===== src/verilog/gas_probe_pkg.sv =====
/*
  Constants shared by the probe protection sequencer and its testbench.
  Assumes a 200 MHz system clock and a 32-bit AXI4-Lite register bus.
*/
package gas_probe_pkg;

  // ****************************************************
  // Timing
  // ****************************************************
  localparam int unsigned CLK_HZ       = 200_000_000;
  localparam int unsigned TICK_PERIOD_S = 1;
  localparam int unsigned TICK_CYCLES  = CLK_HZ * TICK_PERIOD_S;
  localparam int unsigned QUAL_TIME_S  = 3;
  localparam logic [3:0]  MAX_REPEATS  = 4'h6;
  localparam logic [15:0] WARMUP_S_RST = 16'h003c;

  // ****************************************************
  // Threshold scaling (values in 0.1 vpm units)
  // ****************************************************
  localparam logic [3:0]  THR_NUM      = 4'hb;
  localparam logic [3:0]  THR_DEN      = 4'ha;
  localparam logic [15:0] PROBE50_THR  = 16'h007d;
  localparam logic [15:0] FAULT_CODE   = 16'h001c;

  // ****************************************************
  // Register byte offsets
  // ****************************************************
  localparam logic [7:0] OFF_CTRL    = 8'h00;
  localparam logic [7:0] OFF_CMD     = 8'h04;
  localparam logic [7:0] OFF_RANGE   = 8'h08;
  localparam logic [7:0] OFF_PURGE   = 8'h0c;
  localparam logic [7:0] OFF_STATUS  = 8'h10;
  localparam logic [7:0] OFF_DISPLAY = 8'h14;
  localparam logic [7:0] OFF_INTEST  = 8'h18;
  localparam logic [7:0] OFF_CODE    = 8'h1c;
  localparam logic [7:0] OFF_FACTORY = 8'h20;

  // ****************************************************
  // Field positions
  // ****************************************************
  localparam int CTRL_ENABLE  = 0;
  localparam int CTRL_CHOPOFF = 1;
  localparam int CTRL_IROFF   = 2;
  localparam int CTRL_BINSEL  = 3;
  localparam int CMD_ACK      = 0;
  localparam int RANGE_P50    = 16;

  // ****************************************************
  // Reset values and access code
  // ****************************************************
  localparam logic [3:0]  CTRL_RST     = 4'h1;
  localparam logic [16:0] RANGE_RST    = 17'h001f4;
  localparam logic [15:0] PURGE_RST    = 16'h012c;
  localparam logic [15:0] FACTORY_RST  = 16'h0000;
  localparam logic [15:0] ACCESS_CODE  = 16'h5a3c; // Arbitrary value

  localparam logic [1:0] RESP_OKAY   = 2'b00;
  localparam logic [1:0] RESP_SLVERR = 2'b10;

  typedef enum logic [2:0] {
    StIdle, StQualify, StZeroPurge, StSamplePurge, StFaultHold
  } prot_state_type;

endpackage


===== src/verilog/gas_probe_protection_sequencer.sv =====
/*
  Probe protection sequencer with AXI4-Lite registers, input test reporting,
  chopper and IR source switch-off with warm-up, and factory access gating.
  Assumes measured value and status inputs synchronous to clk.
*/
`timescale 1ns/10ps
module gas_probe_protection_sequencer
  import gas_probe_pkg::*;
#(
  parameter int unsigned SEC_CYCLES = TICK_CYCLES
) (
  input  wire logic        clk,             // System clock
  input  wire logic        rst,             // Async reset, active high
  input  wire logic [7:0]  s_axi_awaddr,    // Write address
  input  wire logic        s_axi_awvalid,   // Write address valid
  output logic             s_axi_awready,   // Write address ready
  input  wire logic [31:0] s_axi_wdata,     // Write data
  input  wire logic [3:0]  s_axi_wstrb,     // Write byte strobes
  input  wire logic        s_axi_wvalid,    // Write data valid
  output logic             s_axi_wready,    // Write data ready
  output logic [1:0]       s_axi_bresp,     // Write response
  output logic             s_axi_bvalid,    // Write response valid
  input  wire logic        s_axi_bready,    // Write response ready
  input  wire logic [7:0]  s_axi_araddr,    // Read address
  input  wire logic        s_axi_arvalid,   // Read address valid
  output logic             s_axi_arready,   // Read address ready
  output logic [31:0]      s_axi_rdata,     // Read data
  output logic [1:0]       s_axi_rresp,     // Read response
  output logic             s_axi_rvalid,    // Read data valid
  input  wire logic        s_axi_rready,    // Read data ready
  input  wire logic [15:0] measValue,       // Continuous value, 0.1 vpm
  input  wire logic        measuringMode,   // Device in measuring mode
  input  wire logic        otherStateStart, // Calibration or zero cal start
  input  wire logic        calInput,        // Calibration input level
  input  wire logic        pumpInput,       // Pump input level
  input  wire logic        syncInput,       // Sync input level
  input  wire logic [7:0]  binInputs,       // Add-on board binary inputs
  input  wire logic        boardPresent,    // Add-on board fitted
  output logic             zeroValveOpen,   // Zero gas valve drive
  output logic             funcControl,     // Function control status
  output logic             displayBlank,    // Show asterisks for value
  output logic             indicatorH,      // Indicator letter H
  output logic [15:0]      displayValue,    // Value shown, zero if blank
  output logic             faultLogged,     // Probe protection fault
  output logic             chopperOff,      // Chopper switched off
  output logic             irSourceOff,     // IR source switched off
  output logic             measReady        // Measuring readiness
);

  // ****************************************************
  // Decoding helpers
  // ****************************************************
  function automatic logic [15:0] merge16(input logic [15:0] old,
                                          input logic [31:0] data,
                                          input logic [3:0]  strb);
    logic [15:0] res;
    res = old;
    if (strb[0]) res[7:0]  = data[7:0];
    if (strb[1]) res[15:8] = data[15:8];
    return res;
  endfunction

  function automatic logic [4:0] firstActive(input logic [7:0] v);
    logic [4:0] code;
    code = 5'h00;
    for (int i = 7; i >= 0; i--) begin
      if (v[i]) code = 5'(i + 1);
    end
    return code;
  endfunction

  // ****************************************************
  // Register state
  // ****************************************************
  logic [3:0]     ctrl_q;
  logic [16:0]    range_q;
  logic [15:0]    purge_q;
  logic [15:0]    factory_q;
  logic           granted_q;
  logic [15:0]    warm_q;
  logic           ackPulse;
  logic           wrFire;
  logic [7:0]     awAddr_q;
  logic [31:0]    wData_q;
  logic [3:0]     wStrb_q;
  prot_state_type state_q;
  logic [16:0]    timer_q;
  logic [3:0]     repeat_q;
  logic [4:0]     inCode_q;
  logic           boardMissing_q;
  logic           secRaw;
  logic           secTick;
  logic           warmTick;
  logic           timerClr;
  logic           abortReq;
  logic           above;
  logic [19:0]    lhs;
  logic [20:0]    rhs;

  // ****************************************************
  // AXI4-Lite write channel
  // ****************************************************
  assign wrFire = !s_axi_awready && !s_axi_wready && !s_axi_bvalid;

  always_ff @(posedge clk or posedge rst) begin
    if (rst) begin
      s_axi_awready <= 1'b1;
      s_axi_wready  <= 1'b1;
      s_axi_bvalid  <= 1'b0;
      s_axi_bresp   <= RESP_OKAY;
      awAddr_q      <= '0;
      wData_q       <= '0;
      wStrb_q       <= '0;
    end else begin
      if (s_axi_awvalid && s_axi_awready) begin
        s_axi_awready <= 1'b0;
        awAddr_q      <= s_axi_awaddr;
      end
      if (s_axi_wvalid && s_axi_wready) begin
        s_axi_wready <= 1'b0;
        wData_q      <= s_axi_wdata;
        wStrb_q      <= s_axi_wstrb;
      end
      if (wrFire) begin
        s_axi_bvalid <= 1'b1;
        unique case (awAddr_q)
          OFF_CTRL, OFF_CMD, OFF_RANGE, OFF_PURGE, OFF_CODE:
            s_axi_bresp <= RESP_OKAY;
          OFF_FACTORY: s_axi_bresp <= granted_q ? RESP_OKAY : RESP_SLVERR;
          default:     s_axi_bresp <= RESP_SLVERR;
        endcase
      end
      if (s_axi_bvalid && s_axi_bready) begin
        s_axi_bvalid  <= 1'b0;
        s_axi_awready <= 1'b1;
        s_axi_wready  <= 1'b1;
      end
    end
  end

  assign ackPulse = wrFire && awAddr_q == OFF_CMD && wStrb_q[0] && wData_q[CMD_ACK];

  always_ff @(posedge clk or posedge rst) begin
    if (rst) begin
      ctrl_q <= CTRL_RST;
    end else if (wrFire && awAddr_q == OFF_CTRL && wStrb_q[0]) begin
      ctrl_q <= wData_q[3:0];
    end
  end

  always_ff @(posedge clk or posedge rst) begin
    if (rst) begin
      range_q <= RANGE_RST;
      purge_q <= PURGE_RST;
    end else if (wrFire) begin
      if (awAddr_q == OFF_RANGE) begin
        range_q[15:0] <= merge16(range_q[15:0], wData_q, wStrb_q);
        if (wStrb_q[2]) range_q[RANGE_P50] <= wData_q[RANGE_P50];
      end
      if (awAddr_q == OFF_PURGE) purge_q <= merge16(purge_q, wData_q, wStrb_q);
    end
  end

  // ****************************************************
  // Factory configuration access
  // ****************************************************
  always_ff @(posedge clk or posedge rst) begin
    if (rst) begin
      granted_q <= 1'b0;
      factory_q <= FACTORY_RST;
    end else if (wrFire) begin
      if (awAddr_q == OFF_CODE && wStrb_q[1:0] == 2'b11) begin
        granted_q <= wData_q[15:0] == ACCESS_CODE;
      end
      if (awAddr_q == OFF_FACTORY && granted_q) begin
        factory_q <= merge16(factory_q, wData_q, wStrb_q);
      end
    end
  end

  // ****************************************************
  // AXI4-Lite read channel
  // ****************************************************
  always_ff @(posedge clk or posedge rst) begin
    if (rst) begin
      s_axi_arready <= 1'b1;
      s_axi_rvalid  <= 1'b0;
      s_axi_rdata   <= '0;
      s_axi_rresp   <= RESP_OKAY;
    end else if (s_axi_arvalid && s_axi_arready) begin
      s_axi_arready <= 1'b0;
      s_axi_rvalid  <= 1'b1;
      s_axi_rresp   <= RESP_OKAY;
      unique case (s_axi_araddr)
        OFF_CTRL:    s_axi_rdata <= {28'h0, ctrl_q};
        OFF_CMD:     s_axi_rdata <= 32'h0;
        OFF_RANGE:   s_axi_rdata <= {15'h0, range_q};
        OFF_PURGE:   s_axi_rdata <= {16'h0, purge_q};
        OFF_STATUS:  s_axi_rdata <= {16'h0, faultLogged ? FAULT_CODE[7:0] : 8'h00,
                                     repeat_q, 1'b0, 3'(state_q)};
        OFF_DISPLAY: s_axi_rdata <= {displayBlank, 8'h0, measReady, indicatorH,
                                     funcControl, zeroValveOpen, 3'h0, displayValue};
        OFF_INTEST:  s_axi_rdata <= {23'h0, boardMissing_q, 3'h0, inCode_q};
        OFF_CODE:    s_axi_rdata <= {31'h0, granted_q};
        OFF_FACTORY: s_axi_rdata <= granted_q ? {16'h0, factory_q} : 32'h0;
        default: begin
          s_axi_rdata <= 32'h0;
          s_axi_rresp <= RESP_SLVERR;
        end
      endcase
    end else if (s_axi_rvalid && s_axi_rready) begin
      s_axi_rvalid  <= 1'b0;
      s_axi_arready <= 1'b1;
    end
  end

  // ****************************************************
  // Threshold comparison
  // ****************************************************
  assign lhs = 20'(measValue) * 20'(THR_DEN);
  assign rhs = range_q[RANGE_P50] ? 21'(PROBE50_THR) * 21'(THR_DEN)
                                  : 21'(range_q[15:0]) * 21'(THR_NUM);
  assign above = {1'b0, lhs} > rhs;

  // ****************************************************
  // Protection sequencer
  // ****************************************************
  assign abortReq = !ctrl_q[CTRL_ENABLE] || otherStateStart || ackPulse;

  seconds_tick #(
    .DIV (SEC_CYCLES)
  ) u_sec (
    .clk  (clk),
    .rst  (rst),
    .clr  (timerClr),
    .tick (secRaw)
  );

  // Drop a tick that was already counted before the restart took effect
  assign secTick = secRaw && !timerClr;

  always_ff @(posedge clk or posedge rst) begin
    if (rst) begin
      state_q  <= StIdle;
      timer_q  <= '0;
      repeat_q <= '0;
      timerClr <= 1'b1;
    end else begin
      timerClr <= 1'b0;
      if (abortReq && state_q != StIdle) begin
        state_q  <= StIdle;
        timer_q  <= '0;
        repeat_q <= '0;
        timerClr <= 1'b1;
      end else begin
        unique case (state_q)
          StIdle: begin
            if (above && measuringMode && !abortReq) begin
              state_q  <= StQualify;
              timer_q  <= '0;
              timerClr <= 1'b1;
            end
          end
          StQualify: begin
            if (!above || !measuringMode) begin
              state_q <= StIdle;
            end else if (secTick) begin
              if (timer_q == 17'(QUAL_TIME_S - 1)) begin
                state_q  <= StZeroPurge;
                timer_q  <= '0;
                repeat_q <= '0;
              end else begin
                timer_q <= timer_q + 17'h1;
              end
            end
          end
          StZeroPurge: begin
            if (secTick) begin
              if (timer_q >= {purge_q, 1'b0} - 17'h1) begin
                state_q <= StSamplePurge;
                timer_q <= '0;
              end else begin
                timer_q <= timer_q + 17'h1;
              end
            end
          end
          StSamplePurge: begin
            if (above) begin
              timer_q  <= '0;
              timerClr <= 1'b1;
              if (repeat_q == MAX_REPEATS) begin
                state_q <= StFaultHold;
              end else begin
                state_q  <= StZeroPurge;
                repeat_q <= repeat_q + 4'h1;
              end
            end else if (secTick) begin
              if (timer_q >= {1'b0, purge_q} - 17'h1) begin
                state_q  <= StIdle;
                repeat_q <= '0;
              end else begin
                timer_q <= timer_q + 17'h1;
              end
            end
          end
          StFaultHold: begin
            state_q <= StFaultHold;
          end
          default: state_q <= StIdle;
        endcase
      end
    end
  end

  // ****************************************************
  // Protection outputs
  // ****************************************************
  always_ff @(posedge clk or posedge rst) begin
    if (rst) begin
      zeroValveOpen <= 1'b0;
      funcControl   <= 1'b0;
      displayBlank  <= 1'b0;
      indicatorH    <= 1'b0;
      displayValue  <= '0;
    end else begin
      zeroValveOpen <= state_q == StZeroPurge || state_q == StFaultHold;
      funcControl   <= state_q inside {StZeroPurge, StSamplePurge, StFaultHold};
      displayBlank  <= state_q inside {StZeroPurge, StSamplePurge, StFaultHold};
      indicatorH    <= state_q inside {StZeroPurge, StSamplePurge, StFaultHold};
      displayValue  <= (state_q inside {StZeroPurge, StSamplePurge, StFaultHold})
                       ? 16'h0000 : measValue;
    end
  end

  always_ff @(posedge clk or posedge rst) begin
    if (rst) begin
      faultLogged <= 1'b0;
    end else if (state_q == StSamplePurge && above && repeat_q == MAX_REPEATS) begin
      faultLogged <= 1'b1;
    end else if (ackPulse) begin
      faultLogged <= 1'b0;
    end
  end

  // ****************************************************
  // Input test
  // ****************************************************
  always_ff @(posedge clk or posedge rst) begin
    if (rst) begin
      inCode_q       <= '0;
      boardMissing_q <= 1'b0;
    end else if (ctrl_q[CTRL_BINSEL]) begin
      boardMissing_q <= !boardPresent;
      inCode_q       <= boardPresent ? firstActive(binInputs) : 5'h00;
    end else begin
      boardMissing_q <= 1'b0;
      inCode_q       <= firstActive({5'h00, syncInput, pumpInput, calInput});
    end
  end

  // ****************************************************
  // Chopper, IR source and warm-up
  // ****************************************************
  seconds_tick #(
    .DIV (SEC_CYCLES)
  ) u_warm (
    .clk  (clk),
    .rst  (rst),
    .clr  (ctrl_q[CTRL_CHOPOFF] || ctrl_q[CTRL_IROFF]),
    .tick (warmTick)
  );

  always_ff @(posedge clk or posedge rst) begin
    if (rst) begin
      chopperOff  <= 1'b0;
      irSourceOff <= 1'b0;
      warm_q      <= '0;
      measReady   <= 1'b1;
    end else begin
      chopperOff  <= ctrl_q[CTRL_CHOPOFF];
      irSourceOff <= ctrl_q[CTRL_IROFF];
      if (ctrl_q[CTRL_CHOPOFF] || ctrl_q[CTRL_IROFF]) begin
        warm_q    <= '0;
        measReady <= 1'b0;
      end else if (!measReady && warmTick) begin
        if (warm_q == WARMUP_S_RST - 16'h1) begin
          measReady <= 1'b1;
        end else begin
          warm_q <= warm_q + 16'h1;
        end
      end
    end
  end

endmodule


===== src/verilog/seconds_tick.sv =====
/*
  Divider producing a one-cycle enable pulse every DIV clock cycles.
  Assumes synchronous clear from the owner whenever its timing restarts.
*/
`timescale 1ns/10ps
module seconds_tick #(
  parameter int unsigned DIV = 200_000_000
) (
  input  wire logic clk,   // System clock
  input  wire logic rst,   // Async reset, active high
  input  wire logic clr,   // Restart the period
  output logic      tick   // One-cycle pulse
);

  logic [27:0] count_q;

  always_ff @(posedge clk or posedge rst) begin
    if (rst) begin
      count_q <= '0;
      tick    <= 1'b0;
    end else if (clr) begin
      count_q <= '0;
      tick    <= 1'b0;
    end else if (count_q == 28'(DIV - 1)) begin
      count_q <= '0;
      tick    <= 1'b1;
    end else begin
      count_q <= count_q + 28'h1;
      tick    <= 1'b0;
    end
  end

endmodule

===== config.mk =====
export PLATFORM = sky130hd
export DESIGN_NAME = gas_probe_protection_sequencer
export DESIGN_NICKNAME = d
export VERILOG_FILES = /design/src/verilog/gas_probe_pkg.sv /design/src/verilog/gas_probe_protection_sequencer.sv /design/src/verilog/seconds_tick.sv
export SDC_FILE = /design/constraint.sdc
export NUM_CORES = 1
export LEC_CHECK = 0
export BUFFER_PORTS_ARGS = -buffer_cell sky130_fd_sc_hd__buf_2
export CELL_PAD_IN_SITES_DETAIL_PLACEMENT = 1
export CELL_PAD_IN_SITES_GLOBAL_PLACEMENT = 1
export CORE_MARGIN = 4
export CORE_UTILIZATION = 47
export DETAILED_ROUTE_END_ITERATION = 6
export PLACE_DENSITY_LB_ADDON = 0.1
export SLEW_MARGIN = 40
export SYNTH_ARGS = -nofsm -noshare
export SYNTH_HDL_FRONTEND = slang
export SYNTH_SLANG_ARGS = --single-unit

===== constraint.sdc =====
create_clock -name clk -period 12.6 [get_ports clk]
set_input_delay 3.78 -clock clk [delete_from_list [all_inputs] [get_ports clk]]
set_output_delay 3.78 -clock clk [all_outputs]
set_load 0.02 [all_outputs]

Word-level counts from Yosys, hierarchy flattened
Index checks and enable logic that the tools add are counted.
{"block": "op_classes", "div": 0, "add_sub_neg": 7, "shifts": 0, "n_reduce_logical": 65, "n_mul": 2, "n_mux": 84, "n_lt_le_gt_ge": 3, "eq_ne": 37, "bitwise_logic": 0}
{"operator": "32-bit case mux with 8 select lines", "n": 1}
{"operator": "17-bit 2-to-1 mux", "n": 10}
{"operator": "28-bit 2-to-1 mux", "n": 4}
{"operator": "16-bit 2-to-1 mux", "n": 5}
{"operator": "17-bit case mux with 4 select lines", "n": 1}
{"operator": "5-bit 2-to-1 mux", "n": 12}
{"operator": "28-bit by 1-bit adder with 28-bit output (second input constant)", "n": 2}
{"operator": "28-bit == test (second input constant)", "n": 2}
{"operator": "8-bit by 5-bit == test with 1-bit output (second input constant)", "n": 5}
{"operator": "4-bit 2-to-1 mux", "n": 9}
{"operator": "17-bit greater-or-equal comparator", "n": 2}
{"operator": "3-bit 2-to-1 mux", "n": 11}
{"operator": "8-bit by 4-bit == test with 1-bit output (second input constant)", "n": 4}
{"operator": "4-bit != test (second input constant)", "n": 6}
{"operator": "1-bit 2-to-1 mux", "n": 23}
{"operator": "1-bit logical AND", "n": 21}
{"operator": "3-bit AND reduction", "n": 7}
{"operator": "7-bit AND reduction", "n": 3}
{"operator": "20-bit greater-than comparator", "n": 1}
{"operator": "16-bit by 4-bit multiplier with 20-bit output (second input constant)", "n": 1}
{"operator": "20-bit 2-to-1 mux", "n": 1}
{"operator": "16-bit by 3-bit multiplier with 19-bit output (second input constant)", "n": 1}
{"operator": "3-bit != test (second input constant)", "n": 6}
{"operator": "17-bit by 1-bit adder with 17-bit output (second input constant)", "n": 1}
{"operator": "other kinds (30)", "n": 59}
{"block": "word_totals", "rom_bits": 0, "latchBits": 0, "out_inout_bits": 65, "mem_bits_rw": 0, "inputBits": 89, "word_cells": 236, "register_bits": 250, "memories": 0}

Logic depth before layout (Yosys ltp)
{"block": "depth", "depth_word": 12, "ltp_mapped": 24, "ltp_nobuf": 22}

Cells and area by module
Synthesis repeated with hierarchy kept, for this count alone.
{"block": "hier_totals", "cells_unflattened": 1520, "hier_area_um2": 14973.1}
{"module": "gas_probe_protection_sequencer", "cells_per_inst": 1210, "instances": 1, "area_each_um2": 11949.0, "seq_area_each_um2": 4449.3}
{"module": "seconds_tick (u_sec)", "cells_per_inst": 163, "instances": 1, "area_each_um2": 1561.5, "seq_area_each_um2": 725.7}
{"module": "seconds_tick (u_warm)", "cells_per_inst": 147, "instances": 1, "area_each_um2": 1462.7, "seq_area_each_um2": 725.7}

Worst setup path before layout
No wires, ideal clock.
{"block": "synth_path", "path_kind": "input-to-reg", "startpoint": "in measValue[1]", "endpoint": "reg state_q[1]", "arrival_ns": 7.997, "path_stages": 21, "required_time_ns": 12.472, "slack_ns": 4.476, "path_cell_list": "ha_1 > ha_1 > fa_1 > a21o_1 > a21oi_1 > o21ai_0 > nand3_1 > a31oi_1 > a21o_1 > a21oi_1 > xnor2_1 > ha_1 > nand4_1 > nor4_2 > o31a_1 > o31ai_1 > buf_2 > o32a_1 > o32a_1 > o21ai_1 > mux2_1"}
{"block": "synth_between", "elab_chain_cells": 7}
{"item": "start, declared", "line": "gas_probe_protection_sequencer.sv:31", "source": "input wire logic [15:0] measValue,"}
{"item": "16-bit by 3-bit multiplier with 19-bit output *", "line": "gas_probe_protection_sequencer.sv:220", "source": "assign lhs = 20'(measValue) * 20'(THR_DEN);"}
{"item": "20-bit greater-than comparator *", "line": "gas_probe_protection_sequencer.sv:223", "source": "assign above = {1'b0, lhs} > rhs;"}
{"item": "1-bit zero test", "line": "gas_probe_protection_sequencer.sv:265", "source": "if (!above || !measuringMode) begin"}
{"item": "1-bit logical OR", "line": "gas_probe_protection_sequencer.sv:265"}
{"item": "3-bit 2-to-1 mux", "line": "gas_probe_protection_sequencer.sv:265"}
{"item": "3-bit case mux with 5 select lines", "line": "gas_probe_protection_sequencer.sv:256", "source": "unique case (state_q)"}
{"item": "3-bit 2-to-1 mux", "line": "gas_probe_protection_sequencer.sv:250", "source": "if (abortReq && state_q != StIdle) begin"}
{"item": "end signal, assigned", "line": "gas_probe_protection_sequencer.sv:251", "source": "state_q <= StIdle;"}
{"item": "end signal, assigned", "line": "gas_probe_protection_sequencer.sv:259", "source": "state_q <= StQualify;"}
{"item": "end signal, assigned", "line": "gas_probe_protection_sequencer.sv:266", "source": "state_q <= StIdle;"}
{"item": "end, declared", "line": "gas_probe_protection_sequencer.sv:86", "source": "prot_state_type state_q;"}
Mark *: on every way between the ends. The rest lies on a longest branch, timed or not.
A chain may end at the register's enable or synchronous reset.

Final worst setup path
{"block": "layout_path", "startpoint": "in measValue[1]", "endpoint": "reg timer_q[7]"}
{"block": "layout_between", "elab_chain_cells": 6}
{"item": "16-bit by 3-bit multiplier with 19-bit output *", "line": "gas_probe_protection_sequencer.sv:220"}
{"item": "20-bit greater-than comparator *", "line": "gas_probe_protection_sequencer.sv:223"}
{"item": "1-bit zero test or 1-bit logical AND (tied branches)", "line": "gas_probe_protection_sequencer.sv:265, gas_probe_protection_sequencer.sv:258"}
{"item": "1-bit logical OR or 1-bit logical AND (tied branches)", "line": "gas_probe_protection_sequencer.sv:265, gas_probe_protection_sequencer.sv:258"}
{"item": "3-bit != test (no source line)"}
{"item": "7-bit AND reduction (no source line)"}
{"item": "end signal, assigned", "line": "gas_probe_protection_sequencer.sv:273", "source": "timer_q <= timer_q + 17'h1;"}
{"item": "end signal, assigned", "line": "gas_probe_protection_sequencer.sv:283", "source": "timer_q <= timer_q + 17'h1;"}
{"item": "end signal, assigned", "line": "gas_probe_protection_sequencer.sv:302", "source": "timer_q <= timer_q + 17'h1;"}
{"item": "end, declared", "line": "gas_probe_protection_sequencer.sv:87", "source": "logic [16:0] timer_q;"}
Marked as above.

==> impl_metrics.py <==
metrics = {
    "clock_tree": {
        "h-tree-depth": 1,
        "postCtsSetupRepairBufs": 0,
        "hold_buffers": 0,
        "clk_pin_slew_ns": 0.06,
        "cts_tree": "built",
        "cts_made_buffers": 27,
        "clockRootBuffer": "clkbuf_16",
        "cts-resized-gates": 0,
        "clock_sinks": 235,
        "clk_latency_ns": 0.55,
        "clk_path_buf_depth": 3,
    },
    "placed_design": {
        "place_congestion": 0.853,
        "io_buffers": 125,
        "dp_slack_ns": 3.58,
        "hpwl_um": 29500,
    },
    "layout": {
        "drive_above_1_share": 0.189,
        "fin_nets": 1837,
        "syn_to_final_growth_pct": 12.9,
        "fillers": 3463,
    },
    "sta": {
        "clock_skew_ns": 0.0158,
        "timing.hold.ws_ns": 0.432,
        "finalHoldViolations": 0,
        "worst_slack_ns": 4.14,
        "post-route-min-period_ns": 8.46,
        "setup_viol": 0,
        "setup-tns-final_ns": 0,
        "maxSlewViolCount": 0,
        "worst_pin_slew_ns": 0.809,
        "fmax_mhz": 118,
        "slew_headroom": 0.461,
        "rsz0062_at_grt": "false",
        "timing.final.crit_share": 0.672,
    },
    "power_and_ir_drop": {
        "leakage_nw": 8.00,
        "power_mw": 2.60,
        "peakVddDrop_uv": 99.4,
        "powerDensity_nw_per_um2": 158,
    },
    "synthesis": {
        "avgSynthCellArea_um2": 9.81,
        "ys_warn_count": 0,
        "syn_area_um2": 14600,
        "syn_inst": 1485,
        "synth_ff_type": "dfrtp_1",
        "synth_edf_count": 0,
        "synth_cell_types": 76,
        "post-synth-top-area-fraction": 0.376,
        "synth_area_leader_cell": "dfrtp_1",
        "synth_area_leaders": "dfrtp_1 38%, ha_1 11%, mux2_2 6.6%",
        "ys_seq_elements": 235,
        "synthArstFlopShare": 1.00,
        "ys_seq_area_frac": 0.405,
    },
    "routing": {
        "wire_per_inst_um": 19.3,
        "drt_iter0_markers": 492,
        "drcViolationCount": 0,
        "detail_route.first_pass.iterations": 4,
        "viasPerCell": 5.65,
        "drtAntennaViolNets": 0,
        "wirelength_um": 39100,
        "vias": 11466,
    },
    "grt": {
        "track_usage": 0.231,
        "grt_pass1_wl_um": 64400,
        "antenna_found_initial": 2,
        "grt_pass1_vias": 12312,
        "grt.overflow.total": 0,
        "grt_max_degree": 107,
    },
    "die": {
        "coreArea_um2": 30600,
        "die_area_um2": 33900,
        "die-height_um": 184,
        "ios": 154,
        "initial_core_util": 0.476,
        "rows": 64,
        "chipWidth_um": 184,
    },
    "status": {
        "status": "complete, no violations",
    },
    "worst_hold_path": {
        "hold_depth": 0,
        "hp-class": "reg2reg",
        "hp-start": "ctrl_q[1]",
    },
    "critical_path": {
        "cp-start-kind": "input port",
        "startpoint": "measValue[1]",
        "endpoint_kind": "flip-flop",
        "cp_max_fo": 19,
        "reg2regPathDepth": 21,
        "r2r-start": "range_q[4]",
        "required_ns": 13.04,
        "cp.arrival_ns": 8.90,
        "crit_type": "in2reg",
    },
    "run": {
        "drv_cap": 0,
    },
}
==> worst paths after layout <==
kind | end | slack (ns)
setup / recovery | timer_q[7] | 4.14
hold / removal | chopperOff | 0.43
hold reg to reg | chopperOff | 0.43
setup reg to reg | timer_q[11] | 6.40
max in group asynchronous | wData_q[14] | 7.52
min in group asynchronous | s_axi_rdata[19] | 3.28
==> layout by cell type (no fill, tap or decap), types with 5 or more instances in the layout <==
cell type  instances
a221oi_1          13
clkbuf_8           6
nand3_1           57
a211oi_1           6
nor2b_1           15
a21o_1            22
conb_1            12
fa_1              14
o21a_1             6
o21ai_0           74
o21ai_1            8
xor2_1            50
and2_1            20
dfrtp_1          219
buf_2            125
nor4_1            15
nand4_1           24
nand2b_1          23
ha_1             124
xnor2_1           48
mux2_2            85
or2_2              5
o21bai_1           5
o31ai_1           10
dfstp_2           16
nor3_1            34
o211ai_1           5
nand2_1          104
clkbuf_16         27
or3_1             14
mux2i_1           15
a21oi_1           52
clkinv_2           7
nor2_1           155
clkbuf_1           6
buf_4              8
a31oi_1           12
inv_1             89
and3_1            22
==> critical path, stage by stage <==
cell	delay (ns)
buf_2	0.12
ha_1	0.29
ha_1	0.23
fa_1	0.40
a21o_1	0.18
a21oi_1	0.25
o21ai_0	0.18
nand3_1	0.15
a31oi_1	0.13
a21o_1	0.21
a21oi_1	0.17
xnor2_1	0.09
ha_1	0.33
nand4_1	0.20
nor4_2	0.40
o31a_1	0.20
o31ai_1	0.06
buf_4	0.20
o22a_2	0.38
or2_1	0.53
o41ai_2	0.41
==> kinds of logic after synthesis <==
family          synth area share
compound gates             0.116
xor+xnor                  0.0589
fa+ha+maj                  0.126
buf+inv                   0.0411
flops                      0.405
mux                       0.0767
other cells             0.000257
simple gates               0.176
==> layout make-up <==
type | instances | area, um2 | area share
antenna | 1 | 2.50 | 0.000152
clock buffer | 39 | 781 | 0.0474
clock inverter | 11 | 100 | 0.00608
inverter | 90 | 350 | 0.0213
multi-input combinational | 1122 | 8130 | 0.494
sequential | 235 | 5900 | 0.358
tap | 396 | 495 | 0.0301
timing repair buffer | 134 | 697 | 0.0423
==> Yosys cell counts, types with 4 or more instances <==
cell and count:
a211oi_1 6, a21o_1 22, a21oi_1 52, a221o_1 4
a221oi_1 13, a22oi_1 4, a31oi_1 12, and2_1 20
and3_1 22, buf_4 18, clkbuf_1 26, dfrtp_1 219
dfstp_2 16, fa_1 14, ha_1 124, inv_1 90
mux2_2 85, mux2i_1 15, nand2_1 105, nand2b_1 24
nand3_1 57, nand4_1 24, nor2_1 156, nor2b_1 15
nor3_1 35, nor4_1 15, nor4b_1 4, o211ai_1 5
o21a_1 6, o21ai_0 74, o21ai_1 8, o21bai_1 6
o31ai_1 10, o31ai_2 4, o41ai_1 4, or2_2 5
or3_1 14, xnor2_1 48, xor2_1 50
==> sequential cells by signal (all words and copies together), names as in the netlist, 3 cells and up <==
name and cells:
timer_q 17, wData_q 17, u_warm.count_q 28, state_q 3
repeat_q 4, s_axi_rdata 20, warm_q 16, u_sec.count_q 28
ctrl_q 4, wStrb_q 3, awAddr_q 8, range_q 17
factory_q 16, displayValue 16, inCode_q 4, purge_q 16
==> power breakdown <==
group	switching, mW	internal [mW]	leakage (nW)	total (mW)
Clock	0.327	0.452	0.435	0.779
Sequential	0.152	0.861	3.09	1.01
Combinational	0.468	0.341	4.48	0.810
==> through the flow <==
| step | std cells | utilization | area, um2 |
|---|---|---|---|
| 2_1_floorplan | 1496 | - | 14600 |
| 3_3_place_gp | 1977 | 0.509 | 15600 |
| 3_5_place_dp | 1977 | 0.509 | 15600 |
| 4_1_cts | 2027 | 0.538 | 16400 |
| 5_1_grt | 2027 | 0.538 | 16500 |
| 6_report | 2028 | 0.538 | 16500 |
==> layer usage <==
| layer | vias up | global-route usage | wire length [um] |
|---|---|---|---|
| met4 | 2 | 0.0503 | 758 |
| met5 | - | 0 | 20 |
| li1 | 5482 | - | - |
| met2 | 147 | 0.401 | 19300 |
| met1 | 5784 | 0.314 | 17600 |
| met3 | 51 | 0.0266 | 1430 |
No activity file was read; power rests on OpenSTA's default activity.
